File: src/core/_unused_placeholder_removed.sv
// Spare design unit that holds no logic
`timescale 1ns/10ps

File: src/pkg/pmc_pkg.sv
// Constants, field layout and carrier types of the power management control block
package pmc_pkg;
    // Register byte offsets
    localparam logic [7:0] TX_INFO_OFS = 8'h1c;
    localparam logic [7:0] CTL_OFS = 8'h20;
    localparam logic [7:0] IRQ_STS_OFS = 8'h40;
    localparam logic [7:0] IRQ_MASK_OFS = 8'h44;
    // Control register field positions
    localparam int CAUSE_LSB = 0;
    localparam int ENERGY_EN_BIT = 2;
    localparam int LAN_EN_BIT = 3;
    localparam int PHY_RESET_REQUEST_BIT = 4;
    localparam int SUSP_LSB = 5;
    localparam int READY_BIT = 7;
    localparam int CLR_EN_BIT = 8;
    localparam int CLR_STS_BIT = 9;
    // Reset values
    localparam logic [15:0] TX_FREE_RST = 16'h2000;
    localparam logic [1:0] SUSP_RST = 2'h2;
    localparam logic CLR_EN_RST = 1'b1;
    localparam logic CLR_STS_RST = 1'b0;
    localparam logic [1:0] CAUSE_NONE = 2'h0;
    // Wake cause codes, or-ed together so that two sources give the multiple code
    localparam logic [1:0] CAUSE_ENERGY = 2'h1;
    localparam logic [1:0] CAUSE_LAN = 2'h2;
    // Suspend state numbers
    localparam logic [1:0] SUSP_TWO = 2'h2;
    localparam logic [1:0] SUSP_THREE = 2'h3;
    // Interrupt status bits
    localparam int IRQ_W = 3;
    localparam int IRQ_WAKE = 0;
    localparam int IRQ_PHY = 1;
    localparam int IRQ_READY = 2;
    // Timing
    localparam int CLK_PERIOD_NS = 8;
    localparam int PHY_RESET_REQUEST_MIN_NS = 2000000;
    localparam int PHY_RESET_REQUEST_CYCLES = (PHY_RESET_REQUEST_MIN_NS + CLK_PERIOD_NS - 1) / CLK_PERIOD_NS;

    typedef enum {PH_IDLE, PH_HOLD} pmc_phy_state_t;

    typedef struct packed {
        logic clr_sts;
        logic clr_en;
        logic [1:0] susp_sel;
        logic lan_en;
        logic energy_en;
        logic [1:0] cause;
    } pmc_ctl_t;

    typedef struct packed {
        logic energy;
        logic lan;
        logic good_frame;
    } pmc_wake_t;

    typedef struct packed {
        logic done;
        logic by_frame;
        logic by_remote;
    } pmc_resume_t;
endpackage : pmc_pkg

File: src/core/pmc_hold_timer.sv
// Minimum hold timer that keeps the PHY in reset
`timescale 1ns/10ps
module pmc_hold_timer #(
    parameter int CYCLES = pmc_pkg::PHY_RESET_REQUEST_CYCLES
) (
    // Clock and reset
    input wire logic core_clk,
    input wire logic sys_rst,
    // Control
    input wire logic start,
    output logic busy,
    output logic done
);
    localparam int CW = $clog2(CYCLES + 1);
    localparam logic [CW-1:0] LAST = CW'(CYCLES - 1);

    pmc_pkg::pmc_phy_state_t state_reg;
    logic [CW-1:0] cnt_reg;
    wire logic at_end = (cnt_reg == LAST);

    always_ff @(posedge core_clk) begin
        if (sys_rst) begin
            state_reg <= pmc_pkg::PH_IDLE;
            cnt_reg <= '0;
            done <= 1'b0;
        end else begin
            done <= 1'b0;
            case (state_reg)
                pmc_pkg::PH_IDLE: begin
                    cnt_reg <= '0;
                    if (start) begin
                        state_reg <= pmc_pkg::PH_HOLD;
                    end
                end
                pmc_pkg::PH_HOLD: begin
                    cnt_reg <= cnt_reg + CW'(1);
                    if (at_end) begin
                        state_reg <= pmc_pkg::PH_IDLE;
                        done <= 1'b1;
                    end
                end
                default: state_reg <= pmc_pkg::PH_IDLE;
            endcase
        end
    end

    assign busy = (state_reg == pmc_pkg::PH_HOLD);
endmodule : pmc_hold_timer

File: src/core/pmc_ctrl.sv
// Power management control and status registers with Wishbone slave
//
// Implementation choice: the Wishbone register port.
`timescale 1ns/10ps
module pmc_ctrl #(
    parameter int PHY_RESET_REQUEST_CYCLES = pmc_pkg::PHY_RESET_REQUEST_CYCLES,
    parameter bit HAS_STATE3 = 1'b1
) (
    // Clock and reset
    input wire logic core_clk,
    input wire logic sys_rst,
    // Wishbone slave
    input wire logic wb_cyc_i,
    input wire logic wb_stb_i,
    input wire logic wb_we_i,
    input wire logic [7:0] wb_adr_i,
    input wire logic [3:0] wb_sel_i,
    input wire logic [31:0] wb_dat_i,
    output logic [31:0] wb_dat_o,
    output logic wb_ack_o,
    // Device state
    input wire logic [15:0] tx_free_bytes,
    input wire logic in_normal,
    input wire logic hw_cfg_done,
    input wire logic phy_clk_ok,
    input wire logic watchdog_expired,
    input wire logic deconfigured,
    input wire logic in_low_power,
    // Wake and resume events
    input wire pmc_pkg::pmc_wake_t wake_ev,
    input wire pmc_pkg::pmc_resume_t resume,
    // Controls to the rest of the device
    output logic [1:0] suspend_state,
    output logic clear_mac_wake_status,
    output logic phy_reset,
    output logic usb_nak,
    output logic irq
);
    function automatic logic hit(input logic [7:0] adr, input logic [7:0] ofs);
        hit = (adr[7:2] == ofs[7:2]);
    endfunction : hit

    pmc_pkg::pmc_ctl_t ctl_reg;
    pmc_pkg::pmc_ctl_t ctl_next;
    logic [15:0] tx_free_reg;
    logic ready_reg;
    logic energy_arm_reg;
    logic lan_arm_reg;
    logic lp_q_reg;
    logic [pmc_pkg::IRQ_W-1:0] irq_sts_reg;
    logic [pmc_pkg::IRQ_W-1:0] irq_mask_reg;
    logic [pmc_pkg::IRQ_W-1:0] irq_sts_next;
    logic phy_busy;
    logic phy_done;

    // Bus decode; a write lands at the edge where ack is seen by the master
    wire logic req = wb_cyc_i & wb_stb_i;
    wire logic wr = req & wb_we_i & wb_ack_o;
    wire logic hit_tx = hit(wb_adr_i, pmc_pkg::TX_INFO_OFS);
    wire logic hit_ctl = hit(wb_adr_i, pmc_pkg::CTL_OFS);
    wire logic hit_sts = hit(wb_adr_i, pmc_pkg::IRQ_STS_OFS);
    wire logic hit_msk = hit(wb_adr_i, pmc_pkg::IRQ_MASK_OFS);
    wire logic wr_ctl_lo = wr & hit_ctl & wb_sel_i[0];
    wire logic wr_ctl_hi = wr & hit_ctl & wb_sel_i[1];
    wire logic wr_sts = wr & hit_sts & wb_sel_i[0];
    wire logic wr_msk = wr & hit_msk & wb_sel_i[0];

    // Wake recording uses enables captured at low power entry
    wire logic lp_entry = in_low_power & ~lp_q_reg;
    wire logic lan_src = wake_ev.lan | (HAS_STATE3 & wake_ev.good_frame);
    wire logic energy_hit = in_low_power & energy_arm_reg & wake_ev.energy;
    wire logic lan_hit = in_low_power & lan_arm_reg & lan_src;
    wire logic [1:0] cause_set = (energy_hit ? pmc_pkg::CAUSE_ENERGY : pmc_pkg::CAUSE_NONE)
        | (lan_hit ? pmc_pkg::CAUSE_LAN : pmc_pkg::CAUSE_NONE);
    wire logic cause_w1c = wr_ctl_lo & (|wb_dat_i[pmc_pkg::CAUSE_LSB +: 2]);
    wire logic frame_resume = resume.done & resume.by_frame;
    wire logic sts_clear = frame_resume & ctl_reg.clr_sts;
    wire logic en_clear = resume.done & resume.by_remote & ctl_reg.clr_en;
    wire logic phy_start = wr_ctl_lo & wb_dat_i[pmc_pkg::PHY_RESET_REQUEST_BIT] & ~phy_busy;
    wire logic ready_next = in_normal & hw_cfg_done & (phy_clk_ok | watchdog_expired);

    // Next value of the control register
    always_comb begin
        ctl_next = ctl_reg;
        if (wr_ctl_lo) begin
            ctl_next.susp_sel = wb_dat_i[pmc_pkg::SUSP_LSB +: 2];
            ctl_next.lan_en = wb_dat_i[pmc_pkg::LAN_EN_BIT];
            ctl_next.energy_en = wb_dat_i[pmc_pkg::ENERGY_EN_BIT];
        end
        if (wr_ctl_hi) begin
            ctl_next.clr_en = wb_dat_i[pmc_pkg::CLR_EN_BIT];
            ctl_next.clr_sts = wb_dat_i[pmc_pkg::CLR_STS_BIT];
        end
        if (deconfigured) begin
            ctl_next.susp_sel = pmc_pkg::SUSP_RST;
        end
        if (en_clear) begin
            ctl_next.lan_en = 1'b0;
            ctl_next.energy_en = 1'b0;
        end
        if (cause_w1c) begin
            ctl_next.cause = pmc_pkg::CAUSE_NONE;
        end
        if (sts_clear) begin
            ctl_next.cause[1] = 1'b0;
        end
        // A new wake event wins over any clear in the same cycle
        ctl_next.cause = ctl_next.cause | cause_set;
    end

    always_comb begin
        irq_sts_next = irq_sts_reg;
        if (wr_sts) begin
            irq_sts_next = irq_sts_reg & ~wb_dat_i[pmc_pkg::IRQ_W-1:0];
        end
        irq_sts_next[pmc_pkg::IRQ_WAKE] = irq_sts_next[pmc_pkg::IRQ_WAKE] | (|cause_set);
        irq_sts_next[pmc_pkg::IRQ_PHY] = irq_sts_next[pmc_pkg::IRQ_PHY] | phy_done;
        irq_sts_next[pmc_pkg::IRQ_READY] = irq_sts_next[pmc_pkg::IRQ_READY]
            | (ready_next & ~ready_reg);
    end

    always_ff @(posedge core_clk) begin
        if (sys_rst) begin
            ctl_reg <= '{clr_sts: pmc_pkg::CLR_STS_RST, clr_en: pmc_pkg::CLR_EN_RST,
                susp_sel: pmc_pkg::SUSP_RST, lan_en: 1'b0, energy_en: 1'b0,
                cause: pmc_pkg::CAUSE_NONE};
            tx_free_reg <= pmc_pkg::TX_FREE_RST;
            ready_reg <= 1'b0;
            energy_arm_reg <= 1'b0;
            lan_arm_reg <= 1'b0;
            lp_q_reg <= 1'b0;
            irq_sts_reg <= '0;
            irq_mask_reg <= '0;
            clear_mac_wake_status <= 1'b0;
        end else begin
            ctl_reg <= ctl_next;
            tx_free_reg <= tx_free_bytes;
            ready_reg <= ready_next;
            lp_q_reg <= in_low_power;
            irq_sts_reg <= irq_sts_next;
            clear_mac_wake_status <= sts_clear;
            if (wr_msk) begin
                irq_mask_reg <= wb_dat_i[pmc_pkg::IRQ_W-1:0];
            end
            if (lp_entry) begin
                energy_arm_reg <= ctl_reg.energy_en;
                lan_arm_reg <= ctl_reg.lan_en;
            end
        end
    end

    // Read mux; reserved and unmapped bits read as zero
    wire logic [31:0] ctl_rd = {22'h0, ctl_reg.clr_sts, ctl_reg.clr_en, ready_reg,
        ctl_reg.susp_sel, phy_busy, ctl_reg.lan_en, ctl_reg.energy_en, ctl_reg.cause};
    wire logic [31:0] rd_data = hit_tx ? {16'h0, tx_free_reg} :
        hit_ctl ? ctl_rd :
        hit_sts ? {29'h0, irq_sts_reg} :
        hit_msk ? {29'h0, irq_mask_reg} : 32'h0;

    // One wait state; ack drops the cycle after it was given
    always_ff @(posedge core_clk) begin
        if (sys_rst) begin
            wb_ack_o <= 1'b0;
            wb_dat_o <= 32'h0;
        end else begin
            wb_ack_o <= req & ~wb_ack_o;
            wb_dat_o <= rd_data;
        end
    end

    pmc_hold_timer #(
        .CYCLES(PHY_RESET_REQUEST_CYCLES)
    ) u_phy_timer (
        .core_clk(core_clk),
        .sys_rst(sys_rst),
        .start(phy_start),
        .busy(phy_busy),
        .done(phy_done)
    );

    // Code 11 maps by variant; the driver must still only use state two unconfigured
    assign suspend_state = (ctl_reg.susp_sel == pmc_pkg::SUSP_THREE && !HAS_STATE3) ?
        pmc_pkg::SUSP_TWO : ctl_reg.susp_sel;
    assign phy_reset = phy_busy;
    assign usb_nak = phy_busy;
    assign irq = |(irq_sts_reg & irq_mask_reg);

    // Length of the running PHY hold, so the exact count can be checked
    logic [31:0] hold_len_reg;

    always_ff @(posedge core_clk) begin
        if (sys_rst) begin
            hold_len_reg <= 32'h0;
        end else if (phy_busy) begin
            hold_len_reg <= hold_len_reg + 32'h1;
        end else begin
            hold_len_reg <= 32'h0;
        end
    end
endmodule : pmc_ctrl

File: config.mk
export PLATFORM = sky130hd
export DESIGN_NAME = pmc_ctrl
export DESIGN_NICKNAME = d
export VERILOG_FILES = /design/src/core/_unused_placeholder_removed.sv /design/src/pkg/pmc_pkg.sv /design/src/core/pmc_hold_timer.sv /design/src/core/pmc_ctrl.sv
export SDC_FILE = /design/constraint.sdc
export NUM_CORES = 1
export LEC_CHECK = 0
export BUFFER_PORTS_ARGS = -buffer_cell sky130_fd_sc_hd__buf_4
export CORE_MARGIN = 10
export CORE_UTILIZATION = 48
export DETAILED_ROUTE_END_ITERATION = 16
export PLACE_DENSITY = 0.76
export SYNTH_ARGS = -nofsm -noshare
export SYNTH_HDL_FRONTEND = slang
export SYNTH_SLANG_ARGS = --single-unit
File: constraint.sdc
create_clock -name core_clk -period 2 [get_ports core_clk]
set_clock_uncertainty 0.1 [all_clocks]
set_input_delay 0.4 -clock core_clk [delete_from_list [all_inputs] [get_ports core_clk]]
set_output_delay 0.4 -clock core_clk [all_outputs]
set_load 0.03 [all_outputs]
## Word level (Yosys, flattened, before mapping)

Index checks and enable logic that the tools add are counted.

| word-level totals | value |
|---|---|
| output and inout bits | 39 |
| input bits | 77 |
| word-level logic and storage cells | 95 |
| bits in registers | 119 |

| cells by class | value |
|---|---|
| muxes and demuxes | 14 |
| reductions and logical operators | 10 |
| equal/unequal tests | 9 |
| add/subtract/negate cells | 1 |
| bitwise gates (word level) | 41 |

Operators by type and width:

| kind | count |
|---|---|
| 32-bit two-way mux | 2 |
| 32-bit one-hot mux with 2 select lines | 1 |
| 18-bit one-hot mux with 2 select lines | 1 |
| 32-bit by 1-bit == test with 1-bit output, second input constant | 1 |
| 32-bit by 2-bit == test with 1-bit output, second input constant | 1 |
| 32-bit zero test | 1 |
| 1-bit bitwise AND | 26 |
| 18-bit by 1-bit adder with 18-bit output, second input constant | 1 |
| 18-bit == test, second input constant | 1 |
| 16-bit two-way mux | 1 |
| 6-bit by 5-bit == test with 1-bit output, second input constant | 2 |
| 10-bit two-way mux | 1 |
| 2-bit OR reduction | 5 |
| 3-bit two-way mux | 3 |
| 3-bit bitwise AND | 2 |
| 6-bit by 3-bit == test with 1-bit output, second input constant | 1 |
| 6-bit by 4-bit == test with 1-bit output, second input constant | 1 |
| 1-bit NOT | 5 |
| 1-bit bitwise OR | 5 |
| 2-bit two-way mux | 2 |
| 4-bit OR reduction | 1 |
| 1-bit two-way mux | 3 |
| 3-bit NOT | 1 |
| 3-bit OR reduction | 1 |
| 6 further kinds | 6 |

## Depth between registers and ports, before layout

| logic depth | value |
|---|---|
| depth in word-level cells | 9 |
| mapped depth | 6 |
| depth with buffers taken out | 5 |

## Cells and area by module

Synthesis repeated with hierarchy kept, for this count alone.

| unflattened totals | value |
|---|---|
| cell total of the unflattened synthesis | 285 |
| area, all modules | 2851.5 µm² |

By module, submodules not included:

| module | times used | cells an instance | area each (µm²) |
|---|---|---|---|
| pmc_ctrl | 1 | 186 | 1976.9 |
| pmc_hold_timer | 1 | 99 | 874.6 |

## Worst setup path after synthesis

No wires, ideal clock.

| path | value |
|---|---|
| path kind | input to register |
| start | input port wb_adr_i[2] |
| end | register u_phy_timer.state_reg[0] |
| path slack | 0.287 ns |
| setup time | 0.074 ns |
| required time | 1.826 ns |
| arrival | 1.538 ns |
| stages on the path | 5 |
| cells stage by stage | buf_6 -> nor3b_4 -> nand4_4 -> or4b_1 -> o21ai_0 |

| on the way | value |
|---|---|
| longest elaborated chain between the ends | 7 |

RTL lines:

| element | RTL line | text |
|---|---|---|
| from (decl) | pmc_ctrl.sv:16 | `input wire logic [7:0] wb_adr_i,` |
| 6-bit by 4-bit == test with 1-bit output | pmc_ctrl.sv:40 | `hit = (adr[7:2] == ofs[7:2]);` |
| 1-bit bitwise AND (2 in series) | pmc_ctrl.sv:63 | `wire logic wr_ctl_lo = wr & hit_ctl & wb_sel_i[0];` |
| 1-bit bitwise AND (2 in series) | pmc_ctrl.sv:79 | `wire logic phy_start = wr_ctl_lo & wb_dat_i[pmc_pkg::PHY_RESET_REQUEST_BIT] & ~phy_busy;` |
| 2-bit inequality test (no source line) | -- |  |
| 2-bit AND reduction (no source line) | -- |  |
| to (signal assigned) | pmc_hold_timer.sv:32 | `state_reg <= pmc_pkg::PH_HOLD;` |
| to (signal assigned) | pmc_hold_timer.sv:38 | `state_reg <= pmc_pkg::PH_IDLE;` |
| to (signal assigned) | pmc_hold_timer.sv:42 | `default: state_reg <= pmc_pkg::PH_IDLE;` |
| to (decl) | pmc_hold_timer.sv:17 | `pmc_pkg::pmc_phy_state_t state_reg;` |

Every way passes these cells.
A chain may end at the register's enable or synchronous reset.

## Worst setup path in the final report

| path | value |
|---|---|
| start | register u_phy_timer.cnt_reg[0] |
| end | register u_phy_timer.cnt_reg[16] |

| on the way | value |
|---|---|
| longest elaborated chain between the ends | 2 |

RTL lines:

| element | RTL line | text |
|---|---|---|
| from (decl) | pmc_hold_timer.sv:18 | `logic [CW-1:0] cnt_reg;` |
| from (signal assigned) | pmc_hold_timer.sv:36 | `cnt_reg <= cnt_reg + CW'(1);` |
| 18-bit by 1-bit adder with 18-bit output | pmc_hold_timer.sv:36 |  |
| 18-bit one-hot mux with 2 select lines | pmc_hold_timer.sv:28 | `case (state_reg)` |

Every way passes these cells.

==> results.yml <==
floorplan:
  fp-row-count: 28
  die_y_um: 97.2
  coreArea_um2: 5850
  start_util: 0.489
  top_level_ports: 116
  die_w_um: 97.2
  die_area_um2: 9450
synthesis:
  yosys_warnings: 0
  synth_cells: 295
  ys_ff_latch: 72
  synth_common_cells: "dfxtp_1 (72), nor2_1 (31), buf_4 (19), nor2b_1 (19), nand2_1 (14)"
  avgSynthCellArea_um2: 9.70
  netlist_area_um2: 2860
  synth_top_area_share: 0.504
  synth_area_leaders: "dfxtp_1 (50%), buf_4 (5.0%), mux2i_1 (4.5%), nor2b_1 (4.2%), nor2_1 (4.1%)"
  async_flop_share: 0
  synth_edf_count: 0
  synth_most_common_cell: "dfxtp_1"
  yosysTopAreaCell: "dfxtp_1"
  ys_seq_area_frac: 0.504
  synth_ff_type: "dfxtp_1"
  synth_cell_types: 43
power:
  power.density_nw_per_um2: 762
  vdd_drop_max_uv: 587
  leakagePower_nw: 1.51
drt:
  vias: 2305
  finalWirelength_um: 6810
  drc: 0
  post_drt_wl_per_cell_um: 15.0
  drtPass1Iterations: 4
  post_drt_via_cell_ratio: 5.09
  detail-route-antenna-nets: 0
  drtIter0Drc: 116
cts:
  cts_max_path_buffers: 2
  root_buffer: "clkbuf_8"
  cts_tree: "built"
  cts_setup_buffers: 0
  cts_made_buffers: 9
  insertion_delay_ns: 0.33
  cts_resized: 0
  cts.sinks: 72
  clkSlewWorstSetupHoldPaths_ns: 0.07
  h-tree-depth: 3
  cts_hold_buf: 0
layout:
  syn_to_final_growth_pct: 26.7
  largest_reg_flops: 18
  antenna-diode-count: 0
  multi_input_area_um2: 1280
  nets: 451
  final.fill_count: 492
  drive_gt1_frac: 0.275
  seq_area_um2: 1440
grt:
  grt_max_degree: 20
  globalRouteMet1Util: 0.170
  grt_use_met2: 0.223
  grt_pass1_wl_um: 10900
  grtUsageMet3: 0.0363
  antenna_found_initial: 0
  gr-total-overflow: 0
  grt-busiest-layer: "met2"
  track_usage: 0.139
  grt_pass1_vias: 2310
critical_path:
  critPathSlowestCell: "nor4_1"
  crit_type: "reg2reg"
  crit_chain: "ha_1 -> nand4_1 -> nor4_1 -> o21ai_0"
  critPathBufInv: 0
  max_stage_delay_ns: 0.52
  crit_fanout: 8
  arrival_ns: 1.93
  crit_path_end_kind: "register"
  start_kind: "register"
  cp_top_family: "simple AND/OR/NAND/NOR gates"
  required_ns: 2.10
sta:
  hold_viol: 0
  fin_crit_ns: 1.83
  setup_ws_ns: 0.174
  max_freq_ghz: 0.548
  drv_slew: 0
  finalCritPeriodShare: 0.913
  fin_setup_tns_ns: 0
  rsz0062_at_grt: "no"
  setup_viol: 0
placement:
  gp_congestion: 0.842
  place.port_buffers: 72
  pre_cts_slack_ns: 0.185
  dp_hpwl_um: 5250
outcome:
  outcome: "complete, no violations"
worst_hold_path:
  hp-class: "in2reg"
job:
  maxCapViolations: 0
-- layout by cell type (no fill, tap or decap), types with 3 or more instances in the layout --
master / count
nor4_1: 4
nor2_1: 31
nand2b_1: 10
and4_1: 3
nor2b_1: 19
nand4_1: 8
nand2_1: 14
o2bb2ai_1: 3
a22oi_1: 3
conb_1: 16
and2_1: 7
xnor2_1: 5
inv_1: 5
o21ai_0: 10
dfxtp_1: 72
buf_4: 80
clkinv_2: 3
xor2_1: 4
mux2i_1: 13
a22o_1: 6
nor3_1: 7
nand3_1: 9
or3_1: 4
clkbuf_8: 9
a21oi_1: 8
-- per-stage QoR --
stage	cells	utilization	total power, mW	hold slack [ns]	instance area (µm²)
finish	453	0.620	2.76	0.136	3620
global route	453	0.620	2.85	0.127	3620
floorplan	310	-	1.61	0.301	2920
global placement	437	0.586	1.69	0.309	3430
CTS	453	0.620	2.79	0.122	3620
detailed placement	437	0.586	1.69	0.316	3430
-- layout make-up --
class / count / area share
clock buffer: 9 / 0.0342
clock inverter: 7 / 0.0193
inverter: 5 / 0.00518
multi-input combinational: 205 / 0.352
sequential: 72 / 0.398
tap: 75 / 0.0259
timing repair buffer: 80 / 0.166
-- worst paths after layout --
check                              start                       to  slack (ns)  depth (start not counted)
setup reg to reg  u_phy_timer.cnt_reg[0]  u_phy_timer.cnt_reg[16]        0.17                          4
hold reg to reg         u_phy_timer.done           irq_sts_reg[1]        0.33                          2
setup / recovery  u_phy_timer.cnt_reg[0]  u_phy_timer.cnt_reg[16]        0.17                          4
hold / removal              deconfigured         suspend_state[0]        0.14                          2
-- report_power, final --
part	internal, mW	switching, mW	leakage [nW]
clock	0.575	0.531	0.0994
combinational	0.0923	0.103	0.824
sequential	1.45	0.00687	0.585
-- layer usage --
layer,vias up,wire (µm)
li1,1143,-
met1,1086,3160
met2,67,3210
met3,9,354
met4,0,81
met5,-,0
-- cells by family (layout without fill, tap and decap cells) --
family	after synthesis	after routing	share of synthesized area
buffers and inverters	33	101	0.0717
XOR/XNOR	9	9	0.0276
flip-flops	72	72	0.504
AND/OR/NAND/NOR	127	127	0.252
adder cells (fa/ha/maj)	1	1	0.00437
multiplexers	14	14	0.0494
AO/OA/AOI/OAI	38	38	0.0897
other	1	16	0.00131
Power figures use the tool's default switching activity.
